### src/verilog/brc_map.svh
// Opcode fields, opcode values, lengths and cycle counts of the decoder.
// Assumes nothing; definitions only.
`ifndef BRC_MAP_SVH
`define BRC_MAP_SVH

// High nibble groups.
`define BRC_HI_BIT_BRANCH 4'h0
`define BRC_HI_BIT_SETCLR 4'h1
`define BRC_HI_DIRECT     4'h3
`define BRC_HI_ACC        4'h4
`define BRC_HI_INDEX      4'h5
`define BRC_HI_IX1        4'h6
`define BRC_HI_IX0        4'h7

// Low nibble operations of the read-modify-write group.
`define BRC_LO_NEGATE     4'h0
`define BRC_LO_COMPL      4'h3
`define BRC_LO_SHR        4'h4
`define BRC_LO_ROTR       4'h6
`define BRC_LO_ASHR       4'h7
`define BRC_LO_SHL        4'h8
`define BRC_LO_ROTL       4'h9
`define BRC_LO_DECR       4'ha
`define BRC_LO_INCR       4'hc
`define BRC_LO_TEST       4'hd
`define BRC_LO_ZERO       4'hf

// Whole opcodes.
`define BRC_OPC_MULTIPLY  8'h42
`define BRC_OPC_RET_INT   8'h80
`define BRC_OPC_RET_SUB   8'h81
`define BRC_OPC_TRAP      8'h83
`define BRC_OPC_STOP      8'h8e
`define BRC_OPC_WAIT      8'h8f
`define BRC_OPC_COPY_AX   8'h97
`define BRC_OPC_CARRY_OFF 8'h98
`define BRC_OPC_CARRY_ON  8'h99
`define BRC_OPC_MASK_OFF  8'h9a
`define BRC_OPC_MASK_ON   8'h9b
`define BRC_OPC_SP_RESET  8'h9c
`define BRC_OPC_NO_OP     8'h9d
`define BRC_OPC_COPY_XA   8'h9f

// Instruction lengths in bytes.
`define BRC_BYTES_ONE     2'h1
`define BRC_BYTES_TWO     2'h2
`define BRC_BYTES_THREE   2'h3

// Cycle counts.
`define BRC_CYC_INHERENT  4'h2
`define BRC_CYC_REG       4'h3
`define BRC_CYC_TEST_MEM  4'h4
`define BRC_CYC_MEM       4'h5
`define BRC_CYC_BIT       4'h5
`define BRC_CYC_TEST_IX1  4'h5
`define BRC_CYC_IX1       4'h6
`define BRC_CYC_RET_SUB   4'h6
`define BRC_CYC_RET_INT   4'h9
`define BRC_CYC_TRAP      4'ha
`define BRC_CYC_MULTIPLY  4'hb

`endif

### src/verilog/brc_pkg.sv
// Types shared by the opcode decoder and its timing table.
// Assumes the constants of brc_map.svh.
package brc_pkg;

  typedef enum logic [4:0] {
    OP_NONE,
    OP_BRANCH_ON_BIT_SET,
    OP_BRANCH_ON_BIT_CLEAR,
    OP_MEMORY_BIT_SET,
    OP_MEMORY_BIT_CLEAR,
    OP_INCREMENT,
    OP_DECREMENT_OP,
    OP_ZERO_OPERAND,
    OP_COMPLEMENT,
    OP_TWOS_COMPLEMENT_OP,
    OP_ROTATE_LEFT_CARRY,
    OP_ROTATE_RIGHT_CARRY,
    OP_SHIFT_LEFT_OP,
    OP_LOGICAL_RIGHT_SHIFT_OP,
    OP_ARITH_RIGHT_SHIFT_OP,
    OP_TEST_OPERAND,
    OP_MULTIPLY_OP,
    OP_COPY_ACC_TO_INDEX,
    OP_COPY_INDEX_TO_ACC,
    OP_CARRY_SET_OP,
    OP_CARRY_CLEAR_OP,
    OP_MASK_INTERRUPTS,
    OP_UNMASK_INTERRUPTS,
    OP_SOFTWARE_TRAP,
    OP_SUBROUTINE_RETURN,
    OP_INTERRUPT_RETURN,
    OP_STACK_POINTER_RESET,
    OP_NO_OPERATION,
    OP_STOP_ENTRY,
    OP_WAIT_ENTRY,
    OP_ILLEGAL
  } brc_op_t;

  typedef enum logic [2:0] {
    SRC_NONE   = 3'h0,
    SRC_ACC    = 3'h1,
    SRC_INDEX  = 3'h2,
    SRC_DIRECT = 3'h3,
    SRC_IX0    = 3'h4,
    SRC_IX1    = 3'h5
  } brc_src_t;

  typedef enum logic [0:0] {
    ST_IDLE = 1'b0,
    ST_EXEC = 1'b1
  } brc_state_t;

endpackage

### src/verilog/brc_rmw_timing.sv
// Length and cycle table of the read-modify-write group by operand source.
// Assumes a legal read-modify-write source; SRC_NONE yields one byte, two cycles.
`timescale 1ns/10ps
`include "brc_map.svh"

module brc_rmw_timing (
  // Operand source and test flag.
  input  wire brc_pkg::brc_src_t src,
  input  wire logic              is_test,
  // Table outputs.
  output logic [1:0]             bytes,
  output logic [3:0]             cycles
);
  import brc_pkg::*;

  wire two_byte  = (src == SRC_DIRECT) || (src == SRC_IX1);
  wire reg_form  = (src == SRC_ACC) || (src == SRC_INDEX);
  wire mem_form  = (src == SRC_DIRECT) || (src == SRC_IX0);

  assign bytes  = two_byte ? `BRC_BYTES_TWO : `BRC_BYTES_ONE;

  // A test skips the write-back cycle except in register forms.
  assign cycles = reg_form             ? `BRC_CYC_REG :
                  mem_form && is_test  ? `BRC_CYC_TEST_MEM :
                  mem_form             ? `BRC_CYC_MEM :
                  (src == SRC_IX1) && is_test ? `BRC_CYC_TEST_IX1 :
                  (src == SRC_IX1)     ? `BRC_CYC_IX1 :
                  `BRC_CYC_INHERENT;

endmodule // brc_rmw_timing

### src/verilog/brc_decoder.sv
// Opcode decoder and cycle sequencer for the bit, read-modify-write and control groups.
// Assumes opcode bytes come from logic on clk and are held until op_ready takes them.
`timescale 1ns/10ps
`include "brc_map.svh"

module brc_decoder (
  // Clock and reset.
  input  wire  logic              clk,
  input  wire  logic              rst_n,
  // Opcode byte from program memory.
  input  wire  logic              op_valid,
  input  wire  logic [7:0]        op_byte,
  output logic                    op_ready,
  // Decoded instruction, valid for one cycle after acceptance.
  output logic                    dec_valid,
  output brc_pkg::brc_op_t        dec_op,
  output brc_pkg::brc_src_t       dec_src,
  output logic [2:0]              dec_bit,
  output logic [1:0]              dec_bytes,
  output logic [3:0]              dec_cycles,
  output logic                    dec_write_back,
  output logic                    dec_illegal,
  // Sequencing.
  output logic                    busy,
  output logic                    done
);
  import brc_pkg::*;

  brc_state_t state_q;
  logic       op_ready_q;
  logic       dec_valid_q;
  brc_op_t    dec_op_q;
  brc_src_t   dec_src_q;
  logic [2:0] dec_bit_q;
  logic [1:0] dec_bytes_q;
  logic [3:0] dec_cycles_q;
  logic       dec_write_back_q;
  logic       dec_illegal_q;
  logic       busy_q;
  logic       done_q;
  logic [3:0] cnt_q;
  logic [3:0] span_q;

  brc_op_t    rmw_op;
  brc_op_t    ctl_op;
  logic [3:0] ctl_cycles;
  logic [1:0] rmw_bytes;
  logic [3:0] rmw_cycles;

  // Field decode.
  wire [3:0] hi        = op_byte[7:4];
  wire [3:0] lo        = op_byte[3:0];
  wire [2:0] op_bit    = op_byte[3:1];
  wire       take      = op_valid && op_ready_q;
  wire       is_branch = (hi == `BRC_HI_BIT_BRANCH);
  wire       is_setclr = (hi == `BRC_HI_BIT_SETCLR);
  wire       is_mult   = (op_byte == `BRC_OPC_MULTIPLY);

  // Operand source from the high nibble.
  wire brc_src_t src_w = (hi == `BRC_HI_ACC)    ? SRC_ACC :
                         (hi == `BRC_HI_INDEX)  ? SRC_INDEX :
                         (hi == `BRC_HI_DIRECT) ? SRC_DIRECT :
                         (hi == `BRC_HI_IX0)    ? SRC_IX0 :
                         (hi == `BRC_HI_IX1)    ? SRC_IX1 : SRC_NONE;

  // Operation from the low nibble of a read-modify-write opcode.
  always_comb
  begin
    case (lo)
      `BRC_LO_ROTL:   rmw_op = OP_ROTATE_LEFT_CARRY;
      `BRC_LO_ROTR:   rmw_op = OP_ROTATE_RIGHT_CARRY;
      `BRC_LO_INCR:   rmw_op = OP_INCREMENT;
      `BRC_LO_DECR:   rmw_op = OP_DECREMENT_OP;
      `BRC_LO_ZERO:   rmw_op = OP_ZERO_OPERAND;
      `BRC_LO_COMPL:  rmw_op = OP_COMPLEMENT;
      `BRC_LO_NEGATE: rmw_op = OP_TWOS_COMPLEMENT_OP;
      `BRC_LO_SHL:    rmw_op = OP_SHIFT_LEFT_OP;
      `BRC_LO_SHR:    rmw_op = OP_LOGICAL_RIGHT_SHIFT_OP;
      `BRC_LO_ASHR:   rmw_op = OP_ARITH_RIGHT_SHIFT_OP;
      `BRC_LO_TEST:   rmw_op = OP_TEST_OPERAND;
      default:        rmw_op = OP_ILLEGAL;
    endcase
  end

  // Inherent control opcodes and their cycle counts.
  always_comb
  begin
    ctl_cycles = `BRC_CYC_INHERENT;
    case (op_byte)
      `BRC_OPC_MASK_ON:   ctl_op = OP_MASK_INTERRUPTS;
      `BRC_OPC_MASK_OFF:  ctl_op = OP_UNMASK_INTERRUPTS;
      `BRC_OPC_COPY_AX:   ctl_op = OP_COPY_ACC_TO_INDEX;
      `BRC_OPC_COPY_XA:   ctl_op = OP_COPY_INDEX_TO_ACC;
      `BRC_OPC_CARRY_ON:  ctl_op = OP_CARRY_SET_OP;
      `BRC_OPC_CARRY_OFF: ctl_op = OP_CARRY_CLEAR_OP;
      `BRC_OPC_SP_RESET:  ctl_op = OP_STACK_POINTER_RESET;
      `BRC_OPC_NO_OP:     ctl_op = OP_NO_OPERATION;
      `BRC_OPC_STOP:      ctl_op = OP_STOP_ENTRY;
      `BRC_OPC_WAIT:      ctl_op = OP_WAIT_ENTRY;
      `BRC_OPC_TRAP:
      begin
        ctl_op     = OP_SOFTWARE_TRAP;
        ctl_cycles = `BRC_CYC_TRAP;
      end
      `BRC_OPC_RET_SUB:
      begin
        ctl_op     = OP_SUBROUTINE_RETURN;
        ctl_cycles = `BRC_CYC_RET_SUB;
      end
      `BRC_OPC_RET_INT:
      begin
        ctl_op     = OP_INTERRUPT_RETURN;
        ctl_cycles = `BRC_CYC_RET_INT;
      end
      default:            ctl_op = OP_ILLEGAL;
    endcase
  end

  brc_rmw_timing u_timing (
    .src     (src_w),
    .is_test (lo == `BRC_LO_TEST),
    .bytes   (rmw_bytes),
    .cycles  (rmw_cycles)
  );

  wire rmw_legal = (src_w != SRC_NONE) && !is_mult && (rmw_op != OP_ILLEGAL);

  // Bit instructions address direct memory; bit 0 of the opcode picks set or clear.
  wire brc_op_t op_w = is_branch ? (op_byte[0] ? OP_BRANCH_ON_BIT_CLEAR : OP_BRANCH_ON_BIT_SET) :
                       is_setclr ? (op_byte[0] ? OP_MEMORY_BIT_CLEAR : OP_MEMORY_BIT_SET) :
                       is_mult   ? OP_MULTIPLY_OP :
                       rmw_legal ? rmw_op : ctl_op;

  wire [3:0] cycles_w = (is_branch || is_setclr) ? `BRC_CYC_BIT :
                        is_mult                  ? `BRC_CYC_MULTIPLY :
                        rmw_legal                ? rmw_cycles : ctl_cycles;

  wire [1:0] bytes_w  = is_branch ? `BRC_BYTES_THREE :
                        is_setclr ? `BRC_BYTES_TWO :
                        rmw_legal ? rmw_bytes : `BRC_BYTES_ONE;

  wire brc_src_t dsrc_w = (is_branch || is_setclr) ? SRC_DIRECT : rmw_legal ? src_w : SRC_NONE;
  wire       wb_w       = is_setclr || (rmw_legal && (rmw_op != OP_TEST_OPERAND));
  wire       last       = (cnt_q == 4'h1);

  // Sequencer: cycle count loaded at acceptance, done in the last cycle.
  always_ff @(posedge clk)
  begin
    if (!rst_n)
    begin
      state_q          <= ST_IDLE;
      op_ready_q       <= 1'b1;
      dec_valid_q      <= 1'b0;
      dec_op_q         <= OP_NONE;
      dec_src_q        <= SRC_NONE;
      dec_bit_q        <= 3'h0;
      dec_bytes_q      <= 2'h0;
      dec_cycles_q     <= 4'h0;
      dec_write_back_q <= 1'b0;
      dec_illegal_q    <= 1'b0;
      busy_q           <= 1'b0;
      done_q           <= 1'b0;
      cnt_q            <= 4'h0;
    end
    else
    begin
      dec_valid_q <= 1'b0;
      done_q      <= 1'b0;
      case (state_q)
        ST_IDLE:
        begin
          if (take)
          begin
            state_q          <= ST_EXEC;
            op_ready_q       <= 1'b0;
            busy_q           <= 1'b1;
            dec_valid_q      <= 1'b1;
            dec_op_q         <= op_w;
            dec_src_q        <= dsrc_w;
            dec_bit_q        <= op_bit;
            dec_bytes_q      <= bytes_w;
            dec_cycles_q     <= cycles_w;
            dec_write_back_q <= wb_w;
            dec_illegal_q    <= (op_w == OP_ILLEGAL);
            cnt_q            <= cycles_w - 4'h1;
          end
        end
        ST_EXEC:
        begin
          if (last)
          begin
            state_q    <= ST_IDLE;
            op_ready_q <= 1'b1;
            busy_q     <= 1'b0;
            done_q     <= 1'b1;
          end
          else
          begin
            cnt_q <= cnt_q - 4'h1;
          end
        end
        default: state_q <= ST_IDLE;
      endcase
    end
  end

  assign op_ready       = op_ready_q;
  assign dec_valid      = dec_valid_q;
  assign dec_op         = dec_op_q;
  assign dec_src        = dec_src_q;
  assign dec_bit        = dec_bit_q;
  assign dec_bytes      = dec_bytes_q;
  assign dec_cycles     = dec_cycles_q;
  assign dec_write_back = dec_write_back_q;
  assign dec_illegal    = dec_illegal_q;
  assign busy           = busy_q;
  assign done           = done_q;

  // Cycles elapsed since acceptance, read only by the checks below.
  always_ff @(posedge clk)
  begin
    if (!rst_n)
      span_q <= 4'h0;
    else if (take)
      span_q <= 4'h1;
    else if (busy_q)
      span_q <= span_q + 4'h1;
  end
endmodule // brc_decoder

### config.mk
export PLATFORM = sky130hd
export DESIGN_NAME = brc_decoder
export DESIGN_NICKNAME = d
export VERILOG_FILES = /design/src/verilog/brc_pkg.sv /design/src/verilog/brc_rmw_timing.sv /design/src/verilog/brc_decoder.sv
export VERILOG_INCLUDE_DIRS = /design/src /design/src/verilog
export SDC_FILE = /design/constraint.sdc
export NUM_CORES = 1
export LEC_CHECK = 0
export BUFFER_PORTS_ARGS = -buffer_cell sky130_fd_sc_hd__buf_2
export CORE_ASPECT_RATIO = 0.9
export CORE_MARGIN = 2
export CORE_UTILIZATION = 51
export CTS_CLUSTER_DIAMETER = 80
export DETAILED_ROUTE_END_ITERATION = 8
export PLACE_DENSITY = 0.76
export SLEW_MARGIN = 0
export SYNTH_ARGS = -nofsm -noshare
export SYNTH_HDL_FRONTEND = slang
export SYNTH_SLANG_ARGS = --single-unit
### constraint.sdc
create_clock -name clk -period 2.4 [get_ports clk]
set_input_delay 0.12 -clock clk [delete_from_list [all_inputs] [get_ports clk]]
set_output_delay 0.12 -clock clk [all_outputs]
set_load 0.01 [all_outputs]
# ---- After elaboration in Yosys (flattened, before gate mapping)
# Memory sizes are Yosys's and may differ from the RTL's.
# Index checks and enable logic that the tools add are counted.
dict set report word_totals {
  ff_bits 28
  romBits 80
  input_bits 11
  output_inout_bits 23
  word_cells 110
  n_memories 1
}
# name depth word_bits read_ports rd_clocked_by_memory_dff wr line
set memory_table {}
lappend memory_table {{(name not given)} 16 5 1 0 0 brc_decoder.sv:69} ;# case (lo)
dict set report op_classes {
  addsub 2
  n_eq_ne 33
  muxes 40
  bitwise_logic 2
  reduce_logical 19
}
# op n
set op_table {}
lappend op_table {{$eq 8x8->1 const B} 13}
lappend op_table {{$pmux 4 s13} 1}
lappend op_table {{$mux 4} 9}
lappend op_table {{$mux 3} 9}
lappend op_table {{$mux 5} 4}
lappend op_table {{$eq 4x3->1 const B} 4}
lappend op_table {{$pmux 4 s3} 1}
lappend op_table {{$mux 2} 5}
lappend op_table {{$eq 4x1->1 const B} 2}
lappend op_table {{$eq 8x7->1 const B} 1}
lappend op_table {{$pmux 4 s2} 1}
lappend op_table {{$reduce_and 2->1} 4}
lappend op_table {{$sub 4x1->4 const B} 2}
lappend op_table {{$mux 1} 7}
lappend op_table {{$eq 3x2->1 const B} 2}
lappend op_table {{$eq 3x3->1 const B} 2}
lappend op_table {{$logic_and 1x1->1} 6}
lappend op_table {{$pmux 1 s2} 3}
lappend op_table {{$eq 5x5->1 const B} 1}
lappend op_table {{$logic_or 1x1->1} 5}
lappend op_table {{$ne 5x4->1 const B} 1}
lappend op_table {{$ne 5x5->1 const B} 1}
lappend op_table {{$eq 4x2->1 const B} 1}
lappend op_table {{$eq 4x4->1 const B} 1}
lappend op_table {{8 further kinds} 10}

# ---- Logic depth before layout (Yosys ltp)
# Gate-level depths: netlist of the first run.
dict set report depth {
  word_depth 18
  depth_mapped 13
}

# ---- Hierarchy
# A second synthesis of the first run with hierarchy kept.
dict set report unflattened {
  cells_unflattened 278
  area_unflattened_um2 2187.1
}
# module n_inst cells_per_inst area_per_inst_um2 seq_area_each_um2
set by_module_without_submodules {}
lappend by_module_without_submodules {brc_decoder 1 262 2083.2 560.5}
lappend by_module_without_submodules {brc_rmw_timing 1 16 103.8 0.0}

# ---- Worst setup path before layout of the first run
# OpenSTA, ideal clock, no wires.
dict set report synth_path {
  path_type {input -> register}
  startpoint {input port op_byte[1]}
  endpoint {register cnt_q[2]}
  t_arrival_ns 2.307
  required_ns 2.321
  setup_slack_ns 0.014
  cell_stages 12
  cell_sequence {inv_1 > ha_1 > mux4_2 > inv_2 > a211o_1 > and2_4 > a32o_1 > or2_1 > ha_1 > nand3b_1 > a2bb2oi_1 > o211ai_1}
}
dict set report synth_via {
  elab_chain_len 12
}
# item line
set synth_lines {}
lappend synth_lines {{start: declaration} brc_decoder.sv:12} ;# input wire logic [7:0] op_byte,
lappend synth_lines {{branches (longest 7 deep; another with $mem_v2 16x5)} -}
lappend synth_lines {{$mux 4 *} brc_decoder.sv:135} ;# is_mult ? `BRC_CYC_MULTIPLY :
lappend synth_lines {{$mux 4 *} brc_decoder.sv:134} ;# wire [3:0] cycles_w = (is_branch || is_setclr) ? `BRC_CYC_BIT :
lappend synth_lines {{$sub 4x1->4 *} brc_decoder.sv:185} ;# cnt_q <= cycles_w - 4'h1;
lappend synth_lines {{$mux 4 *} brc_decoder.sv:172} ;# if (take)
lappend synth_lines {{$pmux 4 s2 *} brc_decoder.sv:169} ;# case (state_q)
lappend synth_lines {{end signal: assignment} brc_decoder.sv:185}
lappend synth_lines {{end signal: assignment} brc_decoder.sv:199} ;# cnt_q <= cnt_q - 4'h1;
lappend synth_lines {{end: declaration} brc_decoder.sv:41} ;# logic [3:0] cnt_q;
# Every way passes the cells marked *. The select of a mux whose other input is x is not followed.
# A chain may end at the register's enable or synchronous reset.

# ---- Worst setup path after layout of the first run
# Same ends and word-level chain as after synthesis.

==> out/qor.txt, run 1 <==
Largest net degree at the start of global routing: 28
Total wire length: 5.125 mm
Synth Area in Simple Gates: 27.52%
H-tree depth: 1
Worst Min Path Start: op_byte[1]
CP startpoint kind: primary input
CP Max Fanout: 4
Vias: 2074
Sequential-to-total area share from yosys stat: 27.40%
Main combinational cell family by area after synthesis: compound AO/OA/AOI/OAI gates
Post-synth EDFFs: 0
Peak supply drop: 315.0 µV
Mapped Nets: 281
Starting Density: 54.07%
Synth warn: 0
Final-report setup violation count: 0
I/O pins: 34
Post-synthesis async set-or-reset flop share: 0%
Crit path capture type: flop
Post-DP HPWL: 3.971 mm
Share of cells above drive strength 1: 27.74%
Leading area contributor after synthesis: dfxtp_1
Worst Skew: 11.57 ps
Yosys reg bits: 28
CTS resizes: 0
Clk Tree Root Cell: clkbuf_8
Inst Count DP: 352
Worst Hold Path EP: dec_bit[0]$_SDFFE_PN0P_
Setup TNS: 0 ps
Hold Path Class: in -> reg
R2r endpoint: dec_op[2]$_SDFFE_PN0P_
R2R setup slack: 710 ps
# nets final: 331
Worst-path clk slew: 100 ps
Clock buffer depth: 2
Setup Crit Path Kind: in -> reg
Multi-input combinational cell area: 1348 µm²
Worst EP required: 2610 ps
Inserted Diodes: 0
Worst Tran Pin Value: 493.9 ps
Fin crit share: 94.27%
Post-DR wirelength/cell: 14.40 µm
DIE WIDTH: 70.76 µm
Fin crit period: 2262 ps
Seq. cell area: 560.5 µm²
Critical Path AT: 2470 ps
Post-synth cell types: 67
Drc violations: 0
Leakage power: 1.094 nW
Overflow left after global routing: 0
Total Power: 1.337 mW
DR pass1 iterations: 4
Compound-Gate Fraction of Synth Area: 28.38%
Number of global-route vias before repair: 1881
Cell count after synthesis: 261
RSZ-0062 raised after global routing: false
WHS Path Cells: 3
CTS Hold Bufs: 0
Relative slew slack: 66.61%
PD cells: 539.3 nW/µm²
Synthesized area: 2046 µm²
CTS tree: done
Post-synthesis mux area share: 3.609%
GR Util All Layers: 23.20%
Initial drt markers: 150
Fillers: 332
CTS buffer count: 3
Max Cap Viol: 0
Synth Area in Adders: 5.505%
Synth-to-Final Area Change: 21.22%
Vias/cell: 5.826
Post-CTS Repair Setup Buffers: 0
Syn Area/Cell: 7.838 µm²
Status: completed
Die footprint: 4535 µm²
Fin cells: 356
Final count of hold timing violations: 0
Synth cell count leaders: nand2_1 (32), dfxtp_1 (28), nor2_1 (24), o21ai_0 (13)
Synth top area share: 27.40%
Core Region: 3784 µm²
Final Max Slew Viols: 0
Clock sink count: 28
Post-Synth XOR/XNOR Area: 0.8563%
Ranking of synthesized cells by area: dfxtp_1 (27%), nand2_1 (5.9%), ha_1 (5.5%)
First-pass GRT wire length: 8.604 mm
Top FF cell, synth: dfxtp_1
Highest clock rate: 442.0 MHz
RePlAce Congestion: 0.8601
FP Rows: 21
Detail Route Antenna Nets: 0
R2r worst-path depth: 5
Die H: 64.09 µm
Worst skew pair latency: 280 ps
Top-count cell post-synth: nand2_1
Antenna violations before repair: 0
Worst r2r src: op_ready$_SDFFE_PN1P_
I/O Buffers: 33
[state kept, by name, summed over array words and instances (netlist names)]
signal / count
busy: 1
cnt_q: 4
dec_bit: 3
dec_bytes: 2
dec_cycles: 4
dec_illegal: 1
dec_op: 5
dec_src: 3
dec_valid: 1
dec_write_back: 1
done: 1
op_ready: 1
state_q: 1
[power by group]
| part | leakage [nW] | internal, mW | switching [mW] | total [mW] |
|---|---|---|---|---|
| Clock | 0.0357 | 0.223 | 0.144 | 0.367 |
| Sequential | 0.230 | 0.513 | 0.0343 | 0.548 |
| Combinational | 0.828 | 0.191 | 0.232 | 0.422 |
| Total | 1.09 | 0.927 | 0.410 | 1.34 |
[metal layers]
metal	track usage (%)	routed length [µm]	up-vias
li1	-	-	1043
met1	30.60	2283	954
met2	39.49	2462	67
met3	3.628	253	10
met4	6.132	126	0
met5	0	0	-
[worst max-delay path, stage by stage]
cell and delay (ps):
buf_2 110, inv_1 80, ha_1 330, a21bo_2 130, o221ai_1 130, a211o_1 350
and2_4 170, a32o_1 220, or2_1 210, ha_1 190, nand3b_1 170, a2bb2oi_1 150
o211ai_1 100
[metrics by stage]
| stage | setup slack (ps) | hold slack (ps) | utilization [%] | cell area, µm² |
|---|---|---|---|---|
| after global placement | -58.84 | 413.0 | 63.66 | 2409 |
| after floorplan | 14.32 | 264.9 | - | 2046 |
| after CTS | 147.4 | 139.6 | 65.54 | 2480 |
| final | 137.6 | 141.0 | 65.54 | 2480 |
| after detailed placement | -132.0 | 428.2 | 63.66 | 2409 |
| after global routing | 19.15 | 178.8 | 65.54 | 2480 |
[cells in the final DEF, fill, tap and decap left out, types with 3 or more instances in the layout]
cell,count
buf_4,33
a31oi_1,4
nor2_1,24
a21boi_0,7
inv_1,6
nand4_1,3
o31ai_1,4
ha_1,9
nand3_1,9
clkbuf_8,3
mux2i_1,4
dfxtp_1,28
and2_1,4
buf_2,33
o211ai_1,4
nor3_1,9
o21ai_0,13
a21o_1,3
or2_2,3
nor2b_1,7
nand2_1,32
a21oi_1,12
[worst max path at each step]
stage,start,endpoint,slack (ps),depth (start not counted)
floorplan,op_byte[1],cnt_q[2]$_SDFFE_PN0P_,10,12
global placement,op_byte[1],cnt_q[2]$_SDFFE_PN0P_,-60,13
detailed placement,op_byte[1],cnt_q[2]$_SDFFE_PN0P_,-130,13
CTS,op_byte[1],cnt_q[2]$_SDFFE_PN0P_,150,13
global route,op_byte[1],cnt_q[1]$_SDFFE_PN0P_,20,13
finish,op_byte[1],cnt_q[2]$_SDFFE_PN0P_,140,13
[layout make-up]
| cell class | instances | share of cell area, % |
|---|---|---|
| clock buffer | 3 | 1.665 |
| multi-input combinational | 204 | 54.34 |
| tap | 46 | 2.321 |
| timing repair buffer | 66 | 16.65 |
| clock inverter | 1 | 1.211 |
| sequential | 28 | 22.60 |
| inverter | 8 | 1.211 |
[cell families (layout without fill, tap and decap cells)]
group,after synthesis,in the layout
adder cells (fa/ha/maj),9,9
flip-flops,28,28
buffers and inverters,29,78
AND/OR/NAND/NOR,110,110
AO/OA/AOI/OAI,77,77
XOR/XNOR,2,2
multiplexers,6,6
No activity file was read; power rests on OpenSTA's default activity.
==> run 2, diff against run 1 <==
- CORE_UTILIZATION: 51 -> 55
- PLACE_DENSITY: 0.76 -> 0.78
- clock period: 2.4 -> 2.3 ns (I/O delays scaled with it)
==> run 2 against run 1 <==
Sequential cell count stayed put. Highest routed layer unchanged. Cell count is the same. Critical path type unchanged. Global-route usage is 1.7 points higher. Sequential power up 4.4%.
==> out/qor.txt, run 2 (synthesis results as in run 1) <==
CTS tree: done
Antenna violations before repair: 0 (unchanged)
FP Rows: 21 (unchanged)
Vias/cell: 5.792 (-0.58%)
Hold Path Class: in -> reg
Post-DP HPWL: 3.911 mm (-1.5%)
Switch Pwr: 433.0 µW (+5.6%)
Fin crit period: 2218 ps
Pint: 898.1 µW (-3.2%)
Crit path capture type: flop
Fin util: 69.51% (+4.0 points)
First-pass GRT wire length: 7.969 mm (-7.4%)
Final-report setup violation count: 0 (unchanged)
Largest net degree at the start of global routing: 28 (unchanged)
I/O pins: 34 (unchanged)
Number of global-route vias before repair: 1715 (-8.8%)
R2r worst-path depth: 5 (unchanged)
GR Util met2: 41.61% (+2.1 points)
Worst-path clk slew: 90 ps (about the same)
Synth-to-Final Area Change: 24.10%
Highest clock rate: 450.8 MHz
Detail Route Antenna Nets: 0 (unchanged)
Fin crit share: 96.46%
Total Power: 1.331 mW (-0.47%)
Relative slew slack: 65.88% (-0.74 points)
Total wire length: 5.185 mm (+1.2%)
H-tree depth: 1 (unchanged)
Clock sink count: 28 (unchanged)
WHS Path Cells: 3 (unchanged)
Leakage power: 1.093 nW (about the same)
Final instance area: 2539 µm² (+2.4%)
Worst Skew: 1.866 ps (-9.702 ps)
Initial drt markers: 149 (-0.67%)
I/O Buffers: 33 (unchanged)
Final count of hold timing violations: 0 (unchanged)
Sw Share: 32.53% (+1.9 points)
Post-DP Area: 2426 µm² (+0.73%)
Die footprint: 4224 µm² (-6.9%)
Final Max Slew Viols: 0 (unchanged)
Drc violations: 0 (unchanged)
GR Util met3: 3.604% (-0.024 points)
Inserted Diodes: 0 (unchanged)
Clock buffer depth: 2 (unchanged)
Peak supply drop: 308.2 µV (-2.2%)
Final hold slack: 157.2 ps (+16.19 ps)
Setup Crit Path Kind: in -> reg
Die H: 61.86 µm (-3.5%)
Worst EP required: 2500 ps (-110 ps)
Most common cell after layout, fill and taps aside: buf_4
Setup TNS: 0 ps (unchanged)
Clk Tree Root Cell: clkbuf_8
Number of flip-flops in the largest register: 5 (unchanged)
Starting Density: 56.01% (+1.9 points)
Status: completed
RePlAce Congestion: 0.9001 (+4.7%)
Overflow left after global routing: 0 (unchanged)
CTS buffer count: 3 (unchanged)
PD cells: 524.4 nW/µm² (-2.8%)
CP startpoint kind: primary input
Critical Path AT: 2420 ps (-50 ps)
CP Max Fanout: 4 (unchanged)
DIE WIDTH: 68.29 µm (-3.5%)
Clock power share: 22.5% (-5.0 points)
Sequential Power Share: 43.0% (+2.0 points)
GR Util All Layers: 24.86% (+1.7 points)
Post-DR wirelength/cell: 14.56 µm (+1.2%)
Max Cap Viol: 0 (unchanged)
DR pass1 iterations: 4 (unchanged)
Most frequent cells in the layout: buf_4 (33), nand2_1 (32), buf_2 (32)
Share of cells above drive strength 1: 31.29% (+3.5 points)
Vias: 2062 (-0.58%)
Worst Tran Pin Value: 505.4 ps (+11.58 ps)
RSZ-0062 raised after global routing: true
Core Region: 3652 µm² (-3.5%)
Grt peak-use layer: met2
# nets final: 331 (unchanged)
Comb pwr share: 34.5% (+2.9 points)
Met1 global-route usage: 34.39% (+3.8 points)
Worst skew pair latency: 270 ps (about the same)
run 2: timing repair:
item	CTS	global route
hold buffers	0	0
endpoints found under the hold margin	0	0
gates resized for setup	0	10
setup endpoints to repair	0	2
setup buffers	0	3
run 2: stage by stage:
| stage | setup WS [ps] | instances |
|---|---|---|
| after detailed placement | -230.8 | 349 |
| after global routing | -44.96 | 356 |
| after floorplan | -33.22 | 261 |
| after global placement | -165.1 | 349 |
| final | 81.52 | 356 |
| after CTS | 50.31 | 353 |
run 2: cell type report:
cell class	count	area (µm²)
fillers	316	1114
repair buffers	66	422.9
inverters	8	33.78
flip-flops and latches	28	560.5
multi-input cells	204	1409
well taps	46	57.56
clock buffers	4	55.05
run 2: per-layer routing:
metal | part of all wire, % | up-vias | wire (µm)
met5 | 0 | - | 0
li1 | - | 1048 | -
met4 | 0.54 | 0 | 28
met1 | 47 | 959 | 2447
met2 | 47 | 51 | 2436
met3 | 5.3 | 4 | 273
run 2: critical path, cell delays in order:
cell and delay [ps]:
buf_8 80, clkinvlp_4 110, ha_4 300, mux4_2 250, inv_2 40, a211o_1 280
and2_4 170, a32o_2 240, or2_4 240, ha_4 160, nand3b_1 180, a2bb2oi_2 160
o211ai_1 90
run 2: worst paths after layout:
kind,from,end,slack (ps)
worst max-delay path,op_byte[1],cnt_q[2]$_SDFFE_PN0P_,80
worst max register to register,op_ready$_SDFFE_PN1P_,dec_op[2]$_SDFFE_PN0P_,620
worst min-delay path,op_valid,state_q$_SDFF_PN0_,160
worst min register to register,dec_cycles[1]$_SDFFE_PN0P_,dec_cycles[1]$_SDFFE_PN0P_,460
run 2: power by group through the flow:
stage	combinational, mW	sequential (mW)	clock, mW
after floorplan	0.286	0.592	0
after global placement	0.435	0.581	0
after detailed placement	0.446	0.583	0
after CTS	0.448	0.572	0.308
after global routing	0.510	0.580	0.324
final	0.459	0.572	0.300
==> run 3, diff against run 2 <==
- CORE_MARGIN: 2 -> 8
- REMOVE_ABC_BUFFERS: not set -> 1
==> run 3 against run 2 <==
Via count up 1.2%. Combinational power up 3%. Largest power group unchanged. Global-route usage down 5.9 points. Critical path type unchanged. Register-to-register slack worse by 50 ps. Fmax down 0.40%. Die area up 40%. Largest cell class unchanged.
==> out/qor.txt, run 3 (synthesis results as in run 1) <==
Number of global-route vias before repair: 1958 (+14%)
I/O Buffers: 33 (unchanged)
Comb pwr share: 36.4% (+1.9 points)
Leakage power: 1.105 nW (+1.1%)
Relative slew slack: 66.24% (+0.36 points)
Hold Path Class: in -> reg
Die H: 73.86 µm (+19%)
CP Max Fanout: 4 (unchanged)
Worst Tran Pin Value: 505.2 ps (-0.2847 ps)
Drc violations: 0 (unchanged)
H-tree depth: 1 (unchanged)
Share of cells above drive strength 1: 31.73% (+0.44 points)
DIE WIDTH: 80.29 µm (+18%)
# nets final: 334 (+0.91%)
Fin crit period: 2227 ps (+8.895 ps)
Setup Crit Path Kind: in -> reg
Peak supply drop: 354.8 µV (+15%)
Post-DR wirelength/cell: 15.61 µm (+7.2%)
Vias: 2087 (+1.2%)
Slowest CP cell: a211o_1
Critical Path AT: 2430 ps (about the same)
Worst EP required: 2500 ps (about the same)
Sw Share: 33.66% (+1.1 points)
PD cells: 509.1 nW/µm² (-2.9%)
Highest clock rate: 449.0 MHz (-0.40%)
Crit path top cell by count: buf_4
Crit-path cells: buf_4 > inv_4 > buf_4 > ha_4 > mux4_2 > inv_2 > a211o_1 > and2_4 > a32o_2 > or2_1 > ha_2 > nand3b_1 > a2bb2oi_2 > o211ai_1
Synth-to-Final Area Change: 25.32%
CP startpoint kind: primary input
Worst Skew: 1.906 ps (+0.03950 ps)
Fin cells: 358 (+0.56%)
Pint: 865.8 µW (-3.6%)
Clock sink count: 28 (unchanged)
Total wire length: 5.588 mm (+7.8%)
I/O pins: 34 (unchanged)
CP Buf/Inv Count: 4 (+1)
Setup TNS: 0 ps (unchanged)
Largest net degree at the start of global routing: 28 (unchanged)
Worst-path clk slew: 90 ps (about the same)
Max Cap Viol: 0 (unchanged)
First-pass GRT wire length: 9.177 mm (+15%)
Initial drt markers: 189 (+27%)
Final Max Slew Viols: 0 (unchanged)
Die footprint: 5929 µm² (+40%)
Final hold slack: 163.5 ps (+6.245 ps)
CP peak stage delay: 300 ps (about the same)
Antenna violations before repair: 0 (unchanged)
Fin crit share: 96.84% (+0.39 points)
Core Region: 3652 µm² (unchanged)
GR Util All Layers: 18.98% (-5.9 points)
Crit path capture type: flop
RePlAce Congestion: 0.9155 (+1.7%)
CTS tree: done
Sequential Power Share: 43.7% (+0.7 points)
DR pass1 iterations: 4 (unchanged)
Clk Tree Root Cell: clkbuf_8
Inserted Diodes: 0 (unchanged)
Most common cell after layout, fill and taps aside: buf_4
Clock buffer depth: 2 (unchanged)
Starting Density: 56.01% (unchanged)
Overflow left after global routing: 0 (unchanged)
Status: completed
Number of flip-flops in the largest register: 5 (unchanged)
CTS buffer count: 3 (unchanged)
Vias/cell: 5.830 (+0.65%)
Clock power share: 19.9% (-2.6 points)
Worst skew pair latency: 270 ps (about the same)
Most frequent cells in the layout: buf_4 (37), nand2_1 (32), buf_2 (31)
FP Rows: 21 (unchanged)
Total Power: 1.305 mW (-2.0%)
CP delay by family, top: compound AO/OA/AOI/OAI gates
Final count of hold timing violations: 0 (unchanged)
Post-DP HPWL: 4.059 mm (+3.8%)
Switch Pwr: 439.3 µW (+1.4%)
Detail Route Antenna Nets: 0 (unchanged)
Inst Count DP: 353 (+1.1%)
Final-report setup violation count: 0 (unchanged)
## run 3: cell count changes in the layout (fill, tap and decap cells not counted)
cell        before  now
buf_2           32   31
buf_4           33   37
buf_6            0    1
buf_8            1    0
clkbuf_8         4    3
clkinvlp_4       1    0
ha_1             5    4
ha_4             3    4
inv_2            2    1
inv_4            0    2
nor3_2           2    1
nor3_4           0    1
or2_1            0    1
or2_4            1    0
## run 3: metal layers
metal  vias up  track usage [%]  part of all wire [%]  wire length (µm)
li1       1051                -                     -                 -
met1       945            25.53                    47              2606
met2        83            29.96                    45              2533
met3         8            4.401                   7.2               404
met4         0            3.629                  0.79                44
met5         -                0                     0                 0
## run 3: what timing repair did
item,4_1_cts,5_1_grt
setup endpoints to repair,0,2
hold buffers,0,0
resized for setup,0,21
buffers inserted,0,2
## run 3: through the flow
step	area (µm²)	setup WS [ps]	utilization, %
final	2564	72.63	70.20
after global routing	2564	-5.052	70.20
after CTS	2457	22.96	67.28
after detailed placement	2416	-267.6	66.15
after global placement	2416	-169.2	66.15
after floorplan	1938	-175.2	-
## run 3: final timing paths
path	end	slack, ps	start	cells after the start
setup / recovery	cnt_q[2]$_SDFFE_PN0P_	70	op_byte[1]	14
hold reg to reg	dec_cycles[1]$_SDFFE_PN0P_	460	dec_cycles[1]$_SDFFE_PN0P_	2
setup reg to reg	dec_op[2]$_SDFFE_PN0P_	570	op_ready$_SDFFE_PN1P_	5
hold / removal	state_q$_SDFF_PN0_	160	op_valid	3
## run 3: power groups by stage
stage | combinational, mW | clock [mW] | sequential (mW)
finish | 0.475 | 0.260 | 0.571
global route | 0.525 | 0.286 | 0.580
CTS | 0.447 | 0.270 | 0.570
detailed placement | 0.446 | 0 | 0.581
global placement | 0.431 | 0 | 0.580
floorplan | 0.241 | 0 | 0.596
## run 3: final cells by class
| cell class | instances | area [µm²] |
|---|---|---|
| Sequential cell | 28 | 560.5 |
| Tap cell | 46 | 57.56 |
| Clock buffer | 3 | 41.29 |
| Timing Repair Buffer | 69 | 444.2 |
| Inverter | 8 | 35.03 |
| Multi-Input combinational cell | 204 | 1425 |
| Fill cell | 288 | 1089 |
## run 3: worst reg2reg max path, delay by kind of cell (launching register included)
family / cells / cell delay (ps)
flip-flops: 1 / 370
AND/OR/NAND/NOR: 2 / 600
AO/OA/AOI/OAI: 3 / 680
